**src/xfer_seq_pkg.sv**
```systemverilog
package xfer_seq_pkg;

    // Register byte offsets
    localparam logic [11:0] OFF_CTRL = 12'h000;
    localparam logic [11:0] OFF_FMT = 12'h004;
    localparam logic [11:0] OFF_DOC = 12'h008;
    localparam logic [11:0] OFF_STATUS = 12'h00c;

    // Control fields
    localparam int CTRL_START_BIT = 0;
    localparam int CTRL_MODE_LSB = 1;
    localparam int CTRL_STORE_BIT = 4;
    localparam int CTRL_CODED_BIT = 5;
    localparam int CTRL_HFMT_LSB = 6;
    localparam int FMT_SEL_LSB = 0;
    localparam int FMT_VALID_BIT = 3;
    localparam int DOC_LAST_BIT = 0;

    // Status fields
    localparam int ST_BUSY_BIT = 0;
    localparam int ST_DONE_BIT = 1;
    localparam int ST_WAITFMT_BIT = 2;
    localparam int ST_RUNEND_BIT = 3;
    localparam int ST_KIND_LSB = 4;
    localparam int ST_COUNT_LSB = 8;
    localparam int ST_PAGES_LSB = 16;

    localparam int SCAN_WORD_W = 16;
    localparam int SCAN_CNT_W = 4;
    localparam logic [SCAN_CNT_W-1:0] SCAN_CNT_LAST = 4'hf;
    localparam logic [7:0] COUNT_RST = 8'h00;
    localparam logic [31:0] RDATA_RST = 32'h0000_0000;

    typedef enum logic [2:0] {
        MODE_FAX_RX = 3'h0,
        MODE_COPY = 3'h1,
        MODE_PC_SCAN = 3'h2,
        MODE_PC_TX = 3'h3,
        MODE_PC_RX = 3'h4,
        MODE_PRINTER = 3'h5
    } mode_t;

    typedef enum logic [3:0] {
        BUF_NONE = 4'h0,
        BUF_RX = 4'h1,
        BUF_TX = 4'h2,
        BUF_IMAGE = 4'h3,
        BUF_IMAGE_CODER_CHIP = 4'h4,
        BUF_PAGE = 4'h5,
        BUF_SCAN = 4'h6,
        BUF_PC = 4'h7,
        PORT_MODEM = 4'h8,
        PORT_PRINT = 4'h9,
        PORT_SCAN = 4'ha,
        PORT_HOST = 4'hb
    } buf_t;

    typedef enum logic [1:0] {
        REG_EXT = 2'h0,
        REG_SYS = 2'h1,
        REG_IMG = 2'h2
    } region_t;

    typedef enum logic [2:0] {
        FMT_RASTER = 3'h0,
        FMT_MH = 3'h1,
        FMT_MR = 3'h2,
        FMT_MMR = 3'h3,
        FMT_JBIG = 3'h4
    } fmt_t;

    typedef enum logic [1:0] {
        OP_COPY = 2'h0,
        OP_DECODE = 2'h1,
        OP_ENCODE = 2'h2
    } op_t;

    typedef enum logic [3:0] {
        K_MODEM_IN = 4'h0,
        K_RX_DEC = 4'h1,
        K_JBIG_ENC = 4'h2,
        K_JBIG_DEC = 4'h3,
        K_PRINT = 4'h4,
        K_SCAN = 4'h5,
        K_MH_ENC = 4'h6,
        K_HOST_OUT = 4'h7,
        K_HOST_IN = 4'h8,
        K_HOST_DEC = 4'h9,
        K_TX_ENC = 4'ha,
        K_MODEM_OUT = 4'hb,
        K_HFMT_ENC = 4'hc,
        K_PRN_DEC = 4'hd
    } kind_t;

    typedef enum logic [3:0] {
        ST_IDLE = 4'b0001,
        ST_ISSUE = 4'b0010,
        ST_WAIT = 4'b0100,
        ST_NEXT = 4'b1000
    } fsm_t;

    typedef struct packed {
        buf_t src;
        region_t src_reg;
        buf_t dst;
        region_t dst_reg;
        op_t op;
        fmt_t fmt;
    } xfer_t;

    typedef struct packed {
        logic valid;
        logic [SCAN_WORD_W-1:0] data;
    } scan_word_t;

    localparam xfer_t XFER_RST = '{BUF_NONE, REG_EXT, BUF_NONE, REG_EXT,
                                   OP_COPY, FMT_RASTER};

endpackage : xfer_seq_pkg
```
**src/image_path_transfer_sequencer.sv**
```systemverilog
// The implementer's own choices: the APB slave port and the register offsets.
`timescale 1ns/10ps
// How it works
// - Fax reception moves modem coded data into system receive buffer.
// - Image_coder_chip decode results are written as raster into image work region.
// - Reception re-encodes to JBIG, stores whole document before printing.
// - Stored JBIG is decoded again into page memory, or into image_coder_chip for host scan and host fax send.
// - Printing reads page memory raster (scan buffer in both copy modes) out to the print engine port.
// - Serial scan data becomes parallel words written to scan buffer.
// - Copy has normal (scan to print) and sort (via JBIG) modes.
// - Sort copy stores all documents as JBIG before printing begins.
// - Host modes: scan to host, host fax send, fax to host, print.
// - Host scan stores JBIG, decodes, encodes MH into host buffer.
// - Host-bound data goes from host buffer out through host port.
// - Host fax data lands in host buffer; decoded only if coded.
// - Host fax send: indirect stores all pages, direct goes per page.
// - Remote coding negotiation runs during buffering; encode waits for it.
// - Transmit encode uses remote-chosen format into transmit buffer.
// - Transmit encode fills transmit buffer one page at a time.
// - Transmit buffer data is fed to the modem port.
// - Fax to host re-encodes in host-chosen MH, MR or MMR.
// - Printer mode decodes host coded data into page memory, then prints.
// - Scan words are 16 bits and stored by memory transfer.
// - Memory is split into system and image work regions.
module image_path_transfer_sequencer (
    // APB slave
    input wire logic pclk,
    input wire logic presetn,
    input wire logic psel,
    input wire logic penable,
    input wire logic pwrite,
    input wire logic [11:0] paddr,
    input wire logic [31:0] pwdata,
    output logic [31:0] prdata,
    output logic pready,
    output logic pslverr,
    // Stage request to the transfer engine
    output xfer_seq_pkg::xfer_t xfer,
    output logic xfer_valid,
    input wire logic xfer_done,
    // Scan controller serial input
    input wire logic scan_sck,
    input wire logic scan_sd,
    input wire logic scan_en_n,
    // Parallel scan words toward memory
    output xfer_seq_pkg::scan_word_t scan_out
);
    import xfer_seq_pkg::*;

    typedef struct packed {
        fsm_t fsm;
        kind_t kind;
        mode_t mode;
        logic store_all;
        logic host_coded;
        fmt_t host_fmt;
        fmt_t remote_fmt;
        logic fmt_ok;
        logic last_doc;
        logic replay;
        logic stage_done;
        logic run_end;
        logic [7:0] stages;
        logic [7:0] stored;
        logic [7:0] left;
        logic pready;
        logic [31:0] prdata;
        logic pslverr;
        logic xfer_valid;
        xfer_t xfer;
        scan_word_t scan_out;
    } state_t;

    state_t s_r;
    state_t s_nxt;
    scan_word_t des_word;

    scan_deserializer u_des (
        .pclk(pclk),
        .presetn(presetn),
        .scan_sck(scan_sck),
        .scan_sd(scan_sd),
        .scan_en_n(scan_en_n),
        .word(des_word)
    );

    function automatic region_t region_of(input buf_t b);
        case (b)
            BUF_RX, BUF_TX, BUF_IMAGE: region_of = REG_SYS;
            BUF_IMAGE_CODER_CHIP, BUF_PAGE, BUF_SCAN, BUF_PC: region_of = REG_IMG;
            default: region_of = REG_EXT;
        endcase
    endfunction : region_of

    // Modes that keep every document as JBIG before output
    function automatic logic stores(input mode_t m, input logic opt);
        case (m)
            MODE_FAX_RX, MODE_PC_RX, MODE_PC_SCAN: stores = 1'b1;
            MODE_COPY, MODE_PC_TX: stores = opt;
            default: stores = 1'b0;
        endcase
    endfunction : stores

    function automatic kind_t first_kind(input mode_t m);
        case (m)
            MODE_FAX_RX, MODE_PC_RX: first_kind = K_MODEM_IN;
            MODE_COPY, MODE_PC_SCAN: first_kind = K_SCAN;
            default: first_kind = K_HOST_IN;
        endcase
    endfunction : first_kind

    function automatic logic mode_ok(input logic [2:0] m);
        mode_ok = (m <= 3'(MODE_PRINTER));
    endfunction : mode_ok

    function automatic xfer_t desc_of(input kind_t k, input mode_t m,
                                      input fmt_t hf, input fmt_t rf);
        xfer_t d;
        d = XFER_RST;
        case (k)
            K_MODEM_IN: begin
                d.src = PORT_MODEM;
                d.dst = BUF_RX;
            end
            K_RX_DEC: begin
                d.src = BUF_RX;
                d.dst = BUF_IMAGE_CODER_CHIP;
                d.op = OP_DECODE;
            end
            K_JBIG_ENC: begin
                d.src = (m == MODE_COPY || m == MODE_PC_SCAN) ?
                        BUF_SCAN : BUF_IMAGE_CODER_CHIP;
                d.dst = BUF_IMAGE;
                d.op = OP_ENCODE;
                d.fmt = FMT_JBIG;
            end
            K_JBIG_DEC: begin
                d.src = BUF_IMAGE;
                d.dst = (m == MODE_PC_SCAN || m == MODE_PC_TX) ?
                        BUF_IMAGE_CODER_CHIP : BUF_PAGE;
                d.op = OP_DECODE;
                d.fmt = FMT_JBIG;
            end
            K_PRINT: begin
                d.src = (m == MODE_COPY) ? BUF_SCAN : BUF_PAGE;
                d.dst = PORT_PRINT;
            end
            K_SCAN: begin
                d.src = PORT_SCAN;
                d.dst = BUF_SCAN;
            end
            K_MH_ENC: begin
                d.src = BUF_IMAGE_CODER_CHIP;
                d.dst = BUF_PC;
                d.op = OP_ENCODE;
                d.fmt = FMT_MH;
            end
            K_HOST_OUT: begin
                d.src = BUF_PC;
                d.dst = PORT_HOST;
            end
            K_HOST_IN: begin
                d.src = PORT_HOST;
                d.dst = BUF_PC;
            end
            K_HOST_DEC: begin
                d.src = BUF_PC;
                d.dst = BUF_IMAGE_CODER_CHIP;
                d.op = OP_DECODE;
            end
            K_TX_ENC: begin
                d.src = BUF_IMAGE_CODER_CHIP;
                d.dst = BUF_TX;
                d.op = OP_ENCODE;
                d.fmt = rf;
            end
            K_MODEM_OUT: begin
                d.src = BUF_TX;
                d.dst = PORT_MODEM;
            end
            K_HFMT_ENC: begin
                d.src = BUF_PAGE;
                d.dst = BUF_PC;
                d.op = OP_ENCODE;
                d.fmt = hf;
            end
            K_PRN_DEC: begin
                d.src = BUF_PC;
                d.dst = BUF_PAGE;
                d.op = OP_DECODE;
            end
            default: d = XFER_RST;
        endcase
        d.src_reg = region_of(d.src);
        d.dst_reg = region_of(d.dst);
        desc_of = d;
    endfunction : desc_of

    logic apb_access;
    logic apb_commit;
    logic known_addr;
    logic is_store;
    logic page_end;

    always_comb begin
        s_nxt = s_r;
        apb_access = psel && penable && !s_r.pready;
        apb_commit = psel && penable && s_r.pready && pwrite;
        known_addr = (paddr == OFF_CTRL) || (paddr == OFF_FMT) ||
                     (paddr == OFF_DOC) || (paddr == OFF_STATUS);
        is_store = stores(s_r.mode, s_r.store_all);
        page_end = 1'b0;

        // Answer one cycle into the access phase
        s_nxt.pready = apb_access;
        if (apb_access) begin
            s_nxt.pslverr = !known_addr;
            s_nxt.prdata = RDATA_RST;
            if (!pwrite) begin
                case (paddr)
                    OFF_CTRL: begin
                        s_nxt.prdata[CTRL_MODE_LSB +: 3] = s_r.mode;
                        s_nxt.prdata[CTRL_STORE_BIT] = s_r.store_all;
                        s_nxt.prdata[CTRL_CODED_BIT] = s_r.host_coded;
                        s_nxt.prdata[CTRL_HFMT_LSB +: 2] =
                            2'(s_r.host_fmt - FMT_MH);
                    end
                    OFF_FMT: begin
                        s_nxt.prdata[FMT_SEL_LSB +: 3] = s_r.remote_fmt;
                        s_nxt.prdata[FMT_VALID_BIT] = s_r.fmt_ok;
                    end
                    OFF_DOC: s_nxt.prdata[DOC_LAST_BIT] = s_r.last_doc;
                    OFF_STATUS: begin
                        s_nxt.prdata[ST_BUSY_BIT] = (s_r.fsm != ST_IDLE);
                        s_nxt.prdata[ST_DONE_BIT] = s_r.stage_done;
                        s_nxt.prdata[ST_WAITFMT_BIT] =
                            (s_r.fsm == ST_ISSUE) &&
                            (s_r.kind == K_TX_ENC) && !s_r.fmt_ok;
                        s_nxt.prdata[ST_RUNEND_BIT] = s_r.run_end;
                        s_nxt.prdata[ST_KIND_LSB +: 4] = s_r.kind;
                        s_nxt.prdata[ST_COUNT_LSB +: 8] = s_r.stages;
                        s_nxt.prdata[ST_PAGES_LSB +: 8] = s_r.stored;
                    end
                    default: s_nxt.prdata = RDATA_RST;
                endcase
            end
        end else begin
            s_nxt.pslverr = 1'b0;
        end

        // Writes land on the edge that completes the transfer
        if (apb_commit) begin
            case (paddr)
                OFF_CTRL: begin
                    if (s_r.fsm == ST_IDLE && pwdata[CTRL_START_BIT] &&
                        mode_ok(pwdata[CTRL_MODE_LSB +: 3])) begin
                        s_nxt.mode = mode_t'(pwdata[CTRL_MODE_LSB +: 3]);
                        s_nxt.store_all = pwdata[CTRL_STORE_BIT];
                        s_nxt.host_coded = pwdata[CTRL_CODED_BIT];
                        // Host picks MH, MR or MMR only
                        s_nxt.host_fmt = (pwdata[CTRL_HFMT_LSB +: 2] ==
                                          2'h3) ? FMT_MMR :
                            fmt_t'(3'(pwdata[CTRL_HFMT_LSB +: 2]) + 3'h1);
                        s_nxt.kind = first_kind(
                            mode_t'(pwdata[CTRL_MODE_LSB +: 3]));
                        s_nxt.fsm = ST_ISSUE;
                        s_nxt.fmt_ok = 1'b0;
                        s_nxt.last_doc = 1'b0;
                        s_nxt.replay = 1'b0;
                        s_nxt.run_end = 1'b0;
                        s_nxt.stages = COUNT_RST;
                        s_nxt.stored = COUNT_RST;
                        s_nxt.left = COUNT_RST;
                    end
                end
                OFF_FMT: begin
                    // Negotiation result may arrive while buffering
                    s_nxt.remote_fmt = (pwdata[FMT_SEL_LSB +: 3] >
                                        3'(FMT_JBIG)) ? FMT_JBIG :
                        fmt_t'(pwdata[FMT_SEL_LSB +: 3]);
                    s_nxt.fmt_ok = pwdata[FMT_VALID_BIT];
                end
                OFF_DOC: begin
                    if (pwdata[DOC_LAST_BIT]) begin
                        s_nxt.last_doc = 1'b1;
                    end
                end
                OFF_STATUS: begin
                    if (pwdata[ST_DONE_BIT]) begin
                        s_nxt.stage_done = 1'b0;
                    end
                    if (pwdata[ST_RUNEND_BIT]) begin
                        s_nxt.run_end = 1'b0;
                    end
                end
                default: s_nxt.pslverr = 1'b0;
            endcase
        end

        case (s_r.fsm)
            ST_IDLE: s_nxt.xfer_valid = 1'b0;
            ST_ISSUE: begin
                // Transmit coding must be known before final encode
                if (s_r.kind != K_TX_ENC || s_r.fmt_ok) begin
                    s_nxt.xfer = desc_of(s_r.kind, s_r.mode, s_r.host_fmt,
                                         s_r.remote_fmt);
                    s_nxt.xfer_valid = 1'b1;
                    s_nxt.fsm = ST_WAIT;
                end
            end
            ST_WAIT: begin
                if (xfer_done) begin
                    s_nxt.xfer_valid = 1'b0;
                    s_nxt.stage_done = 1'b1;
                    s_nxt.stages = s_r.stages + 8'h01;
                    s_nxt.fsm = ST_NEXT;
                end
            end
            ST_NEXT: begin
                s_nxt.fsm = ST_ISSUE;
                case (s_r.kind)
                    K_MODEM_IN: s_nxt.kind = K_RX_DEC;
                    K_RX_DEC: s_nxt.kind = K_JBIG_ENC;
                    K_SCAN: s_nxt.kind = is_store ? K_JBIG_ENC :
                                         K_PRINT;
                    K_HOST_IN: begin
                        if (s_r.mode == MODE_PRINTER) begin
                            s_nxt.kind = K_PRN_DEC;
                        end else if (s_r.host_coded) begin
                            s_nxt.kind = K_HOST_DEC;
                        end else begin
                            s_nxt.kind = is_store ? K_JBIG_ENC : K_TX_ENC;
                        end
                    end
                    K_HOST_DEC: s_nxt.kind = is_store ? K_JBIG_ENC :
                                             K_TX_ENC;
                    K_JBIG_ENC: begin
                        s_nxt.stored = s_r.stored + 8'h01;
                        if (s_r.last_doc) begin
                            // All documents held; replay page by page
                            s_nxt.replay = 1'b1;
                            s_nxt.left = s_r.stored + 8'h01;
                            s_nxt.kind = K_JBIG_DEC;
                        end else begin
                            s_nxt.kind = first_kind(s_r.mode);
                        end
                    end
                    K_JBIG_DEC: begin
                        case (s_r.mode)
                            MODE_PC_SCAN: s_nxt.kind = K_MH_ENC;
                            MODE_PC_TX: s_nxt.kind = K_TX_ENC;
                            MODE_PC_RX: s_nxt.kind = K_HFMT_ENC;
                            default: s_nxt.kind = K_PRINT;
                        endcase
                    end
                    K_MH_ENC, K_HFMT_ENC: s_nxt.kind = K_HOST_OUT;
                    K_TX_ENC: s_nxt.kind = K_MODEM_OUT;
                    K_PRN_DEC: s_nxt.kind = K_PRINT;
                    default: page_end = 1'b1;
                endcase
                if (page_end) begin
                    if (s_r.replay) begin
                        s_nxt.left = s_r.left - 8'h01;
                        if (s_r.left <= 8'h01) begin
                            s_nxt.fsm = ST_IDLE;
                            s_nxt.run_end = 1'b1;
                        end else begin
                            s_nxt.kind = K_JBIG_DEC;
                        end
                    end else if (s_r.last_doc) begin
                        s_nxt.fsm = ST_IDLE;
                        s_nxt.run_end = 1'b1;
                    end else begin
                        // Direct paths restart per page
                        s_nxt.kind = first_kind(s_r.mode);
                    end
                end
            end
            default: begin
                s_nxt.fsm = ST_IDLE;
                s_nxt.xfer_valid = 1'b0;
            end
        endcase

        // Scan words pass only while a scan stage is running
        s_nxt.scan_out.valid = des_word.valid && s_r.xfer_valid &&
                               (s_r.kind == K_SCAN);
        s_nxt.scan_out.data = des_word.data;
    end

    always_ff @(posedge pclk or negedge presetn) begin
        if (!presetn) begin
            s_r <= '0;
            s_r.fsm <= ST_IDLE;
            s_r.host_fmt <= FMT_MH;
            s_r.remote_fmt <= FMT_MH;
            s_r.xfer <= XFER_RST;
        end else begin
            s_r <= s_nxt;
        end
    end

    assign prdata = s_r.prdata;
    assign pready = s_r.pready;
    assign pslverr = s_r.pslverr;
    assign xfer = s_r.xfer;
    assign xfer_valid = s_r.xfer_valid;
    assign scan_out = s_r.scan_out;

endmodule : image_path_transfer_sequencer

```
**src/scan_deserializer.sv**
```systemverilog
`timescale 1ns/10ps
module scan_deserializer (
    // Clock and reset
    input wire logic pclk,
    input wire logic presetn,
    // Serial raster from the scan controller
    input wire logic scan_sck,
    input wire logic scan_sd,
    input wire logic scan_en_n,
    // Parallel words
    output xfer_seq_pkg::scan_word_t word
);
    import xfer_seq_pkg::*;

    typedef struct packed {
        logic sck_q;
        logic [SCAN_WORD_W-1:0] shift;
        logic [SCAN_CNT_W-1:0] cnt;
        scan_word_t word;
    } des_t;

    des_t s_r;
    des_t s_nxt;

    always_comb begin
        s_nxt = s_r;
        s_nxt.sck_q = scan_sck;
        s_nxt.word.valid = 1'b0;
        if (scan_en_n) begin
            // Partial word dropped when the enable window closes
            s_nxt.cnt = '0;
        end else if (scan_sck && !s_r.sck_q) begin
            s_nxt.shift = {s_r.shift[SCAN_WORD_W-2:0], scan_sd};
            s_nxt.cnt = s_r.cnt + 1'b1;
            if (s_r.cnt == SCAN_CNT_LAST) begin
                s_nxt.word.valid = 1'b1;
                s_nxt.word.data = {s_r.shift[SCAN_WORD_W-2:0], scan_sd};
            end
        end
    end

    always_ff @(posedge pclk or negedge presetn) begin
        if (!presetn) begin
            s_r <= '0;
        end else begin
            s_r <= s_nxt;
        end
    end

    assign word = s_r.word;

endmodule : scan_deserializer

```
**config.mk**
```make
export PLATFORM = sky130hd
export DESIGN_NAME = image_path_transfer_sequencer
export DESIGN_NICKNAME = d
export VERILOG_FILES = /design/src/xfer_seq_pkg.sv /design/src/image_path_transfer_sequencer.sv /design/src/scan_deserializer.sv
export SDC_FILE = /design/constraint.sdc
export NUM_CORES = 1
export LEC_CHECK = 0
export BUFFER_PORTS_ARGS = -buffer_cell sky130_fd_sc_hd__buf_2
export CORE_ASPECT_RATIO = 0.8
export CORE_MARGIN = 1.5
export CORE_UTILIZATION = 57
export CTS_BUF_LIST = sky130_fd_sc_hd__clkbuf_4 sky130_fd_sc_hd__clkbuf_8 sky130_fd_sc_hd__clkbuf_16
export CTS_CLUSTER_SIZE = 10
export DETAILED_ROUTE_END_ITERATION = 6
export PLACE_DENSITY = 0.81
export SYNTH_ARGS = -nofsm -noshare
export SYNTH_HDL_FRONTEND = slang
export SYNTH_SLANG_ARGS = --single-unit
```
**constraint.sdc**
```tcl
create_clock -name pclk -period 2.9 [get_ports pclk]
set_input_delay 0 -clock pclk [delete_from_list [all_inputs] [get_ports pclk]]
set_output_delay 0 -clock pclk [all_outputs]
set_load 0.05 [all_outputs]
```
Word-level counts from Yosys, hierarchy flattened
Index checks and enable logic that the tools add are counted.
{ "classes": {"bitwise": 2, "mux": 84, "n_lt_le_gt_ge": 3, "n_addsub": 6, "n_reduce_logical": 56, "eq_ne": 50} }
{ "ops": {"columns": ["cell", "count"], "rows": [
  ["$pmux W4 S11", 2],
  ["$mux W16", 5],
  ["$mux W4", 14],
  ["$mux W8", 7],
  ["$eq A4 B3 Y1 const B", 13],
  ["$mux W24", 2],
  ["$mux W48", 1],
  ["$pmux W4 S10", 1],
  ["$mux W17", 2],
  ["$eq A4 B4 Y1 const B", 8],
  ["$eq A4 B2 Y1 const B", 7],
  ["$mux W25", 1],
  ["$eq A12 B4 Y1 const B", 2],
  ["$pmux W4 S2", 3],
  ["$mux W1", 22],
  ["$mux W21", 1],
  ["$reduce_or A4 Y1", 5],
  ["$mux W18", 1],
  ["$reduce_or A2 Y1", 9],
  ["$add A8 B1 Y8 const B", 2],
  ["$eq A4 B1 Y1 const B", 4],
  ["$pmux W4 S4", 1],
  ["$mux W3", 5],
  ["$reduce_or A3 Y1", 5],
  ["35 further kinds", 78]
]} }
{ "word_totals": {"input_bits": 53, "ff_bits": 154, "word_cells": 233, "output_inout_bits": 69} }

Longest topological paths before layout
{ "logic_depth": {"ltp_word": 11, "depth_mapped": 9, "ltp_nobuf": 8} }

Hierarchy
Synthesis repeated with hierarchy kept, for this count alone.
{ "unflattened": {"cells_unflattened": 739, "area_unflattened_um2": 7414.6} }
{ "by_module_without_submodules": {"columns": ["module", "area_per_inst_um2", "cells_per_inst", "instances", "seq_area_each_um2"], "rows": [
  ["image_path_transfer_sequencer", 5870.6, 635, 1, 2706.3],
  ["scan_deserializer", 1544.0, 104, 1, 925.9]
]} }

Least setup slack after synthesis
No wires, ideal clock.
{ "synth_timing": {"path_kind": "register to register", "startpoint": "register s_r, in the netlist pready", "endpoint": "register s_r[111] (netlist bit)", "n_path_buf": 1, "arrival_time_ns": 2.068, "path_slack_ns": 0.705, "stages_incl_launch_ff": 8, "synth_period_minus_slack_ns": 2.195, "setup_time_ns": 0.126, "t_required_ns": 2.774, "path_cell_list": "dfrtp_1 -> and4_1 -> nand4_1 -> or4_4 -> buf_6 -> nand2_2 -> a21oi_1 -> a311o_1"} }
{ "synth_rtl": {"columns": ["item", "line", "source"], "rows": [
  ["start: declaration", "image_path_transfer_sequencer.sv:74", "state_t s_r;"],
  ["start signal: assignment", "image_path_transfer_sequencer.sv:399", "s_r <= s_nxt;"]
]} }

Worst setup path in the final report
{ "layout_timing": {"startpoint": "register s_r[114] (netlist bit)", "endpoint": "register s_r[101] (netlist bit)"} }
{ "layout_between": {"elab_chain_len": 4} }
{ "layout_rtl": {"columns": ["item", "line", "source"], "rows": [
  ["$eq A4 B1 Y1", "image_path_transfer_sequencer.sv:255", "if (s_r.fsm == ST_IDLE && pwdata[CTRL_START_BIT] &&"],
  ["$logic_and A1 B1 Y1 (2 in a row)", "image_path_transfer_sequencer.sv:255", null],
  ["$reduce_and A3 Y1 (no line)", null, null]
]} }
Every way passes these cells.
A chain may end at the register's enable or synchronous reset.

==> run_results.csv <==
group,metric,value,unit
status,status,"finished clean",
critical_path,critical_path.endpoint_type,"flop",
critical_path,crit_path_start_kind,"flop",
critical_path,cp_max_fo,13,
sta,slew_viol_final,0,
finish,synthToLayoutAreaGrowth,12.4,%
yosys,yosysWarnings,0,
clock_tree,numCtsBuffers,17,
hold_path,hp-start,"paddr[2]",
pwr,ir_drop,0.568,mV
yosys,synthFlopType,"dfrtp_1",
detailed_routing,vias_per_cell,5.81,
pwr,p_leak,0.00393,uW
global_route,gr-total-overflow,0,
global_route,grt_pass1_vias,5419,
clock_tree,clock_path_buffers,2,
detailed_routing,wire_per_inst,16.9,um
critical_path,r2r-end,"s_r[101]$_DFFE_PN1P_",
sta,fin_tns_setup,0,ns
placement,hpwl,10900,um
sta,rsz0062_at_grt,"no",
yosys,postSynthCellCount,733,
floorplanning,coreArea,12400,sq um
critical_path,arrival,3.10,ns
sta,worst_slack,0.173,ns
sta,skew,0.0115,ns
yosys,synth_edf_count,0,
floorplanning,die_x,130,um
detailed_routing,ant_nets,0,
sta,max_slew.worst_pin.slew,0.733,ns
yosys,netlist_area,7340,sq um
floorplanning,die-area,13600,sq um
sta,finalHoldViolCount,0,
critical_path,worstSetupPathType,"reg2reg",
clock_tree,cts_tree,"built",
floorplanning,die_h,104,um
placement,finalWeightedCongestion,0.906,
yosys,synth-seq-area-share,0.495,
clock_tree,cts_resized,0,
sta,setup_violations,0,
hold_path,hold_class,"in2reg",
global_route,grt.total_usage,0.254,
sta,clock.fmax,367,MHz
critical_path,crit_required,3.27,ns
floorplanning,fp-row-count,36,
placement,place_ws,0.507,ns
placement,portBuffers,89,
critical_path,reg2reg_slack,0.17,ns
sta,relSlewSlack,0.511,
finish,diodes,0,
clock_tree,h-tree-depth,4,
finish,drive_gt1_frac,0.245,
pwr,p_per_area,546,nW/um^2
critical_path,timing.rr.start,"s_r[114]$_DFF_PN0_",
clock_tree,cts.sinks,145,
placement,dp_cells,908,
job,drv_cap,0,
floorplanning,start_util,0.593,
sta,min_period,2.73,ns
hold_path,whs_endpoint,"s_r[97]$_DFFE_PN0P_",
clock_tree,clk_latency,0.43,ns
detailed_routing,drc,0,
floorplanning,ios,122,
detailed_routing,dr_total_vias,5566,
global_route,antenna_found_initial,0,
global_route,grt_max_degree,66,
sta,period_share,0.940,
detailed_routing,finalWirelength,16200,um
yosys,synth.distinct_cells,74,
clock_tree,cts_root_buf,"clkbuf_16",
hold_path,hold_depth,2,
finish,nNetsFinal,832,
yosys,syn_avg_cell_area,10.0,sq um
detailed_routing,drt_iter0_markers,461,
global_route,grt_pass1_wl,27100,um
detailed_routing,first_pass_iters,5,
yosys,yosys_register_bits,145,
finish,final_cells,958,
yosys,async_flop_share,1.00,
clock_tree,path_clk_slew,0.06,ns
critical_path,ff2ff_path_depth,7,
-- registers in the layout, summed over array words and instances, names as in the netlist --
register and cells:
prdata 24, pready 1, pslverr 1, s_r 47, scan_out 17, u_des.s_r 20
u_des.word 17, xfer 17, xfer_valid 1
-- critical path, stage by stage (launching register included) --
cell,delay (ns)
dfrtp_1,0.52
nor4b_4,0.37
nand3_2,0.17
nor4_2,0.59
buf_4,0.28
nor2_1,0.05
a31oi_1,0.13
dlygate4sd3_1,0.56
-- stage by stage --
| step | utilization | total power (uW) | area, sq um | hold slack (ns) |
|---|---|---|---|---|
| finish | 0.666 | 4500 | 8250 | 0.0888 |
| global route | 0.666 | 4650 | 8250 | 0.0952 |
| CTS | 0.666 | 4540 | 8250 | 0.0620 |
| detailed placement | 0.604 | 2370 | 7490 | 0.0238 |
| global placement | 0.604 | 2360 | 7490 | 0.0105 |
| floorplan | - | 2280 | 7370 | -0.296 |
-- what timing repair did --
action,CTS,global route
buffers inserted,0,0
hold buffers,18,0
hold endpoints to repair,84,0
-- final cells by class --
type / count / area, sq um
multi-input combinational: 471 / 2990
clock buffer: 18 / 439
timing repair buffer: 124 / 772
sequential: 145 / 3630
inverter: 15 / 56.3
fill: 935 / 4140
tap: 171 / 214
clock inverter: 14 / 143
-- metal layers --
layer	GRT usage	wire [um]	vias up
met5	0	0	-
met4	0.0873	249	0
met2	0.373	7430	224
li1	-	-	2609
met1	0.363	7420	2708
met3	0.0715	1100	25
-- cell usage after synthesis (3+ instances only) --
cell type	count	area, sq um
dfrtp_1	142	3550
nand2_1	85	319
buf_4	66	495
o21ai_0	53	265
nor2_1	43	161
mux2_2	32	360
clkbuf_1	29	109
a21oi_1	26	130
a22o_1	21	184
nand3_1	16	80.1
inv_1	15	56.3
nor3_1	14	70.1
nand2b_1	13	81.3
a31oi_1	12	75.1
nor2b_1	11	68.8
a22oi_1	10	75.1
buf_2	10	50.1
xnor2_1	10	87.6
xor2_1	9	78.8
o22ai_1	8	50.1
o31ai_1	8	60.1
nand4_1	6	37.5
or3_1	6	37.5
ha_1	5	62.6
mux2i_1	5	50.1
o41ai_1	5	43.8
and3_1	4	25.0
nor4_2	4	50.1
dfstp_2	3	78.8
nor4_1	3	18.8
o211ai_1	3	22.5
-- cells by family (layout without fill, tap and decap cells) --
logic type,after synthesis,after routing,synth area share
and+or+nand+nor,227,227,0.157
AOI/OAI and AO/OA,174,174,0.158
DFF,145,145,0.495
buffers and inverters,124,171,0.101
muxes,37,37,0.0559
xor gates and xnor gates,19,19,0.0227
adders and majority gates,6,6,0.00989
other,1,8,0.000511
-- where the power goes --
group	internal, uW	leakage (uW)	switching (uW)
logic	94.0	0.00174	129
clock network	1230	0.000288	918
registers	2080	0.00190	43.3
total	3410	0.00393	1090
-- placed cells by master, fill, tap and decap left out, types with 4 or more instances in the layout --
| cell type | count |
|---|---|
| nand2_1 | 85 |
| xor2_1 | 9 |
| o21ai_0 | 53 |
| conb_1 | 8 |
| inv_6 | 6 |
| mux2i_1 | 5 |
| a22o_1 | 21 |
| buf_4 | 16 |
| o41ai_1 | 5 |
| nand3_1 | 16 |
| and3_1 | 4 |
| nand4_1 | 6 |
| nand2b_1 | 13 |
| nor3_1 | 14 |
| buf_2 | 88 |
| ha_1 | 5 |
| xnor2_1 | 10 |
| o22ai_1 | 8 |
| inv_1 | 15 |
| or3_1 | 6 |
| nor2_1 | 43 |
| o31ai_1 | 8 |
| a31oi_1 | 12 |
| nor4_2 | 4 |
| dfrtp_1 | 142 |
| a22oi_1 | 10 |
| a21oi_1 | 26 |
| mux2_2 | 32 |
| nor2b_1 | 11 |
| dlygate4sd3_1 | 18 |
| clkbuf_16 | 17 |
-- worst max path at each step --
stage               cells after the start  slack (ns)              endpoint                from
floorplan                               7        0.71    s_r[111]$_DFF_PN0_    pready$_DFF_PN0_
global placement                        6        0.58     s_r[81]$_DFF_PN0_  s_r[114]$_DFF_PN0_
detailed placement                      6        0.51     s_r[82]$_DFF_PN0_  s_r[114]$_DFF_PN0_
CTS                                     7        0.20  s_r[101]$_DFFE_PN1P_  s_r[114]$_DFF_PN0_
global route                            7       0.008  s_r[101]$_DFFE_PN1P_  s_r[114]$_DFF_PN0_
finish                                  7        0.17  s_r[101]$_DFFE_PN1P_  s_r[114]$_DFF_PN0_
Note: power is estimated with default switching activity, not from simulation.
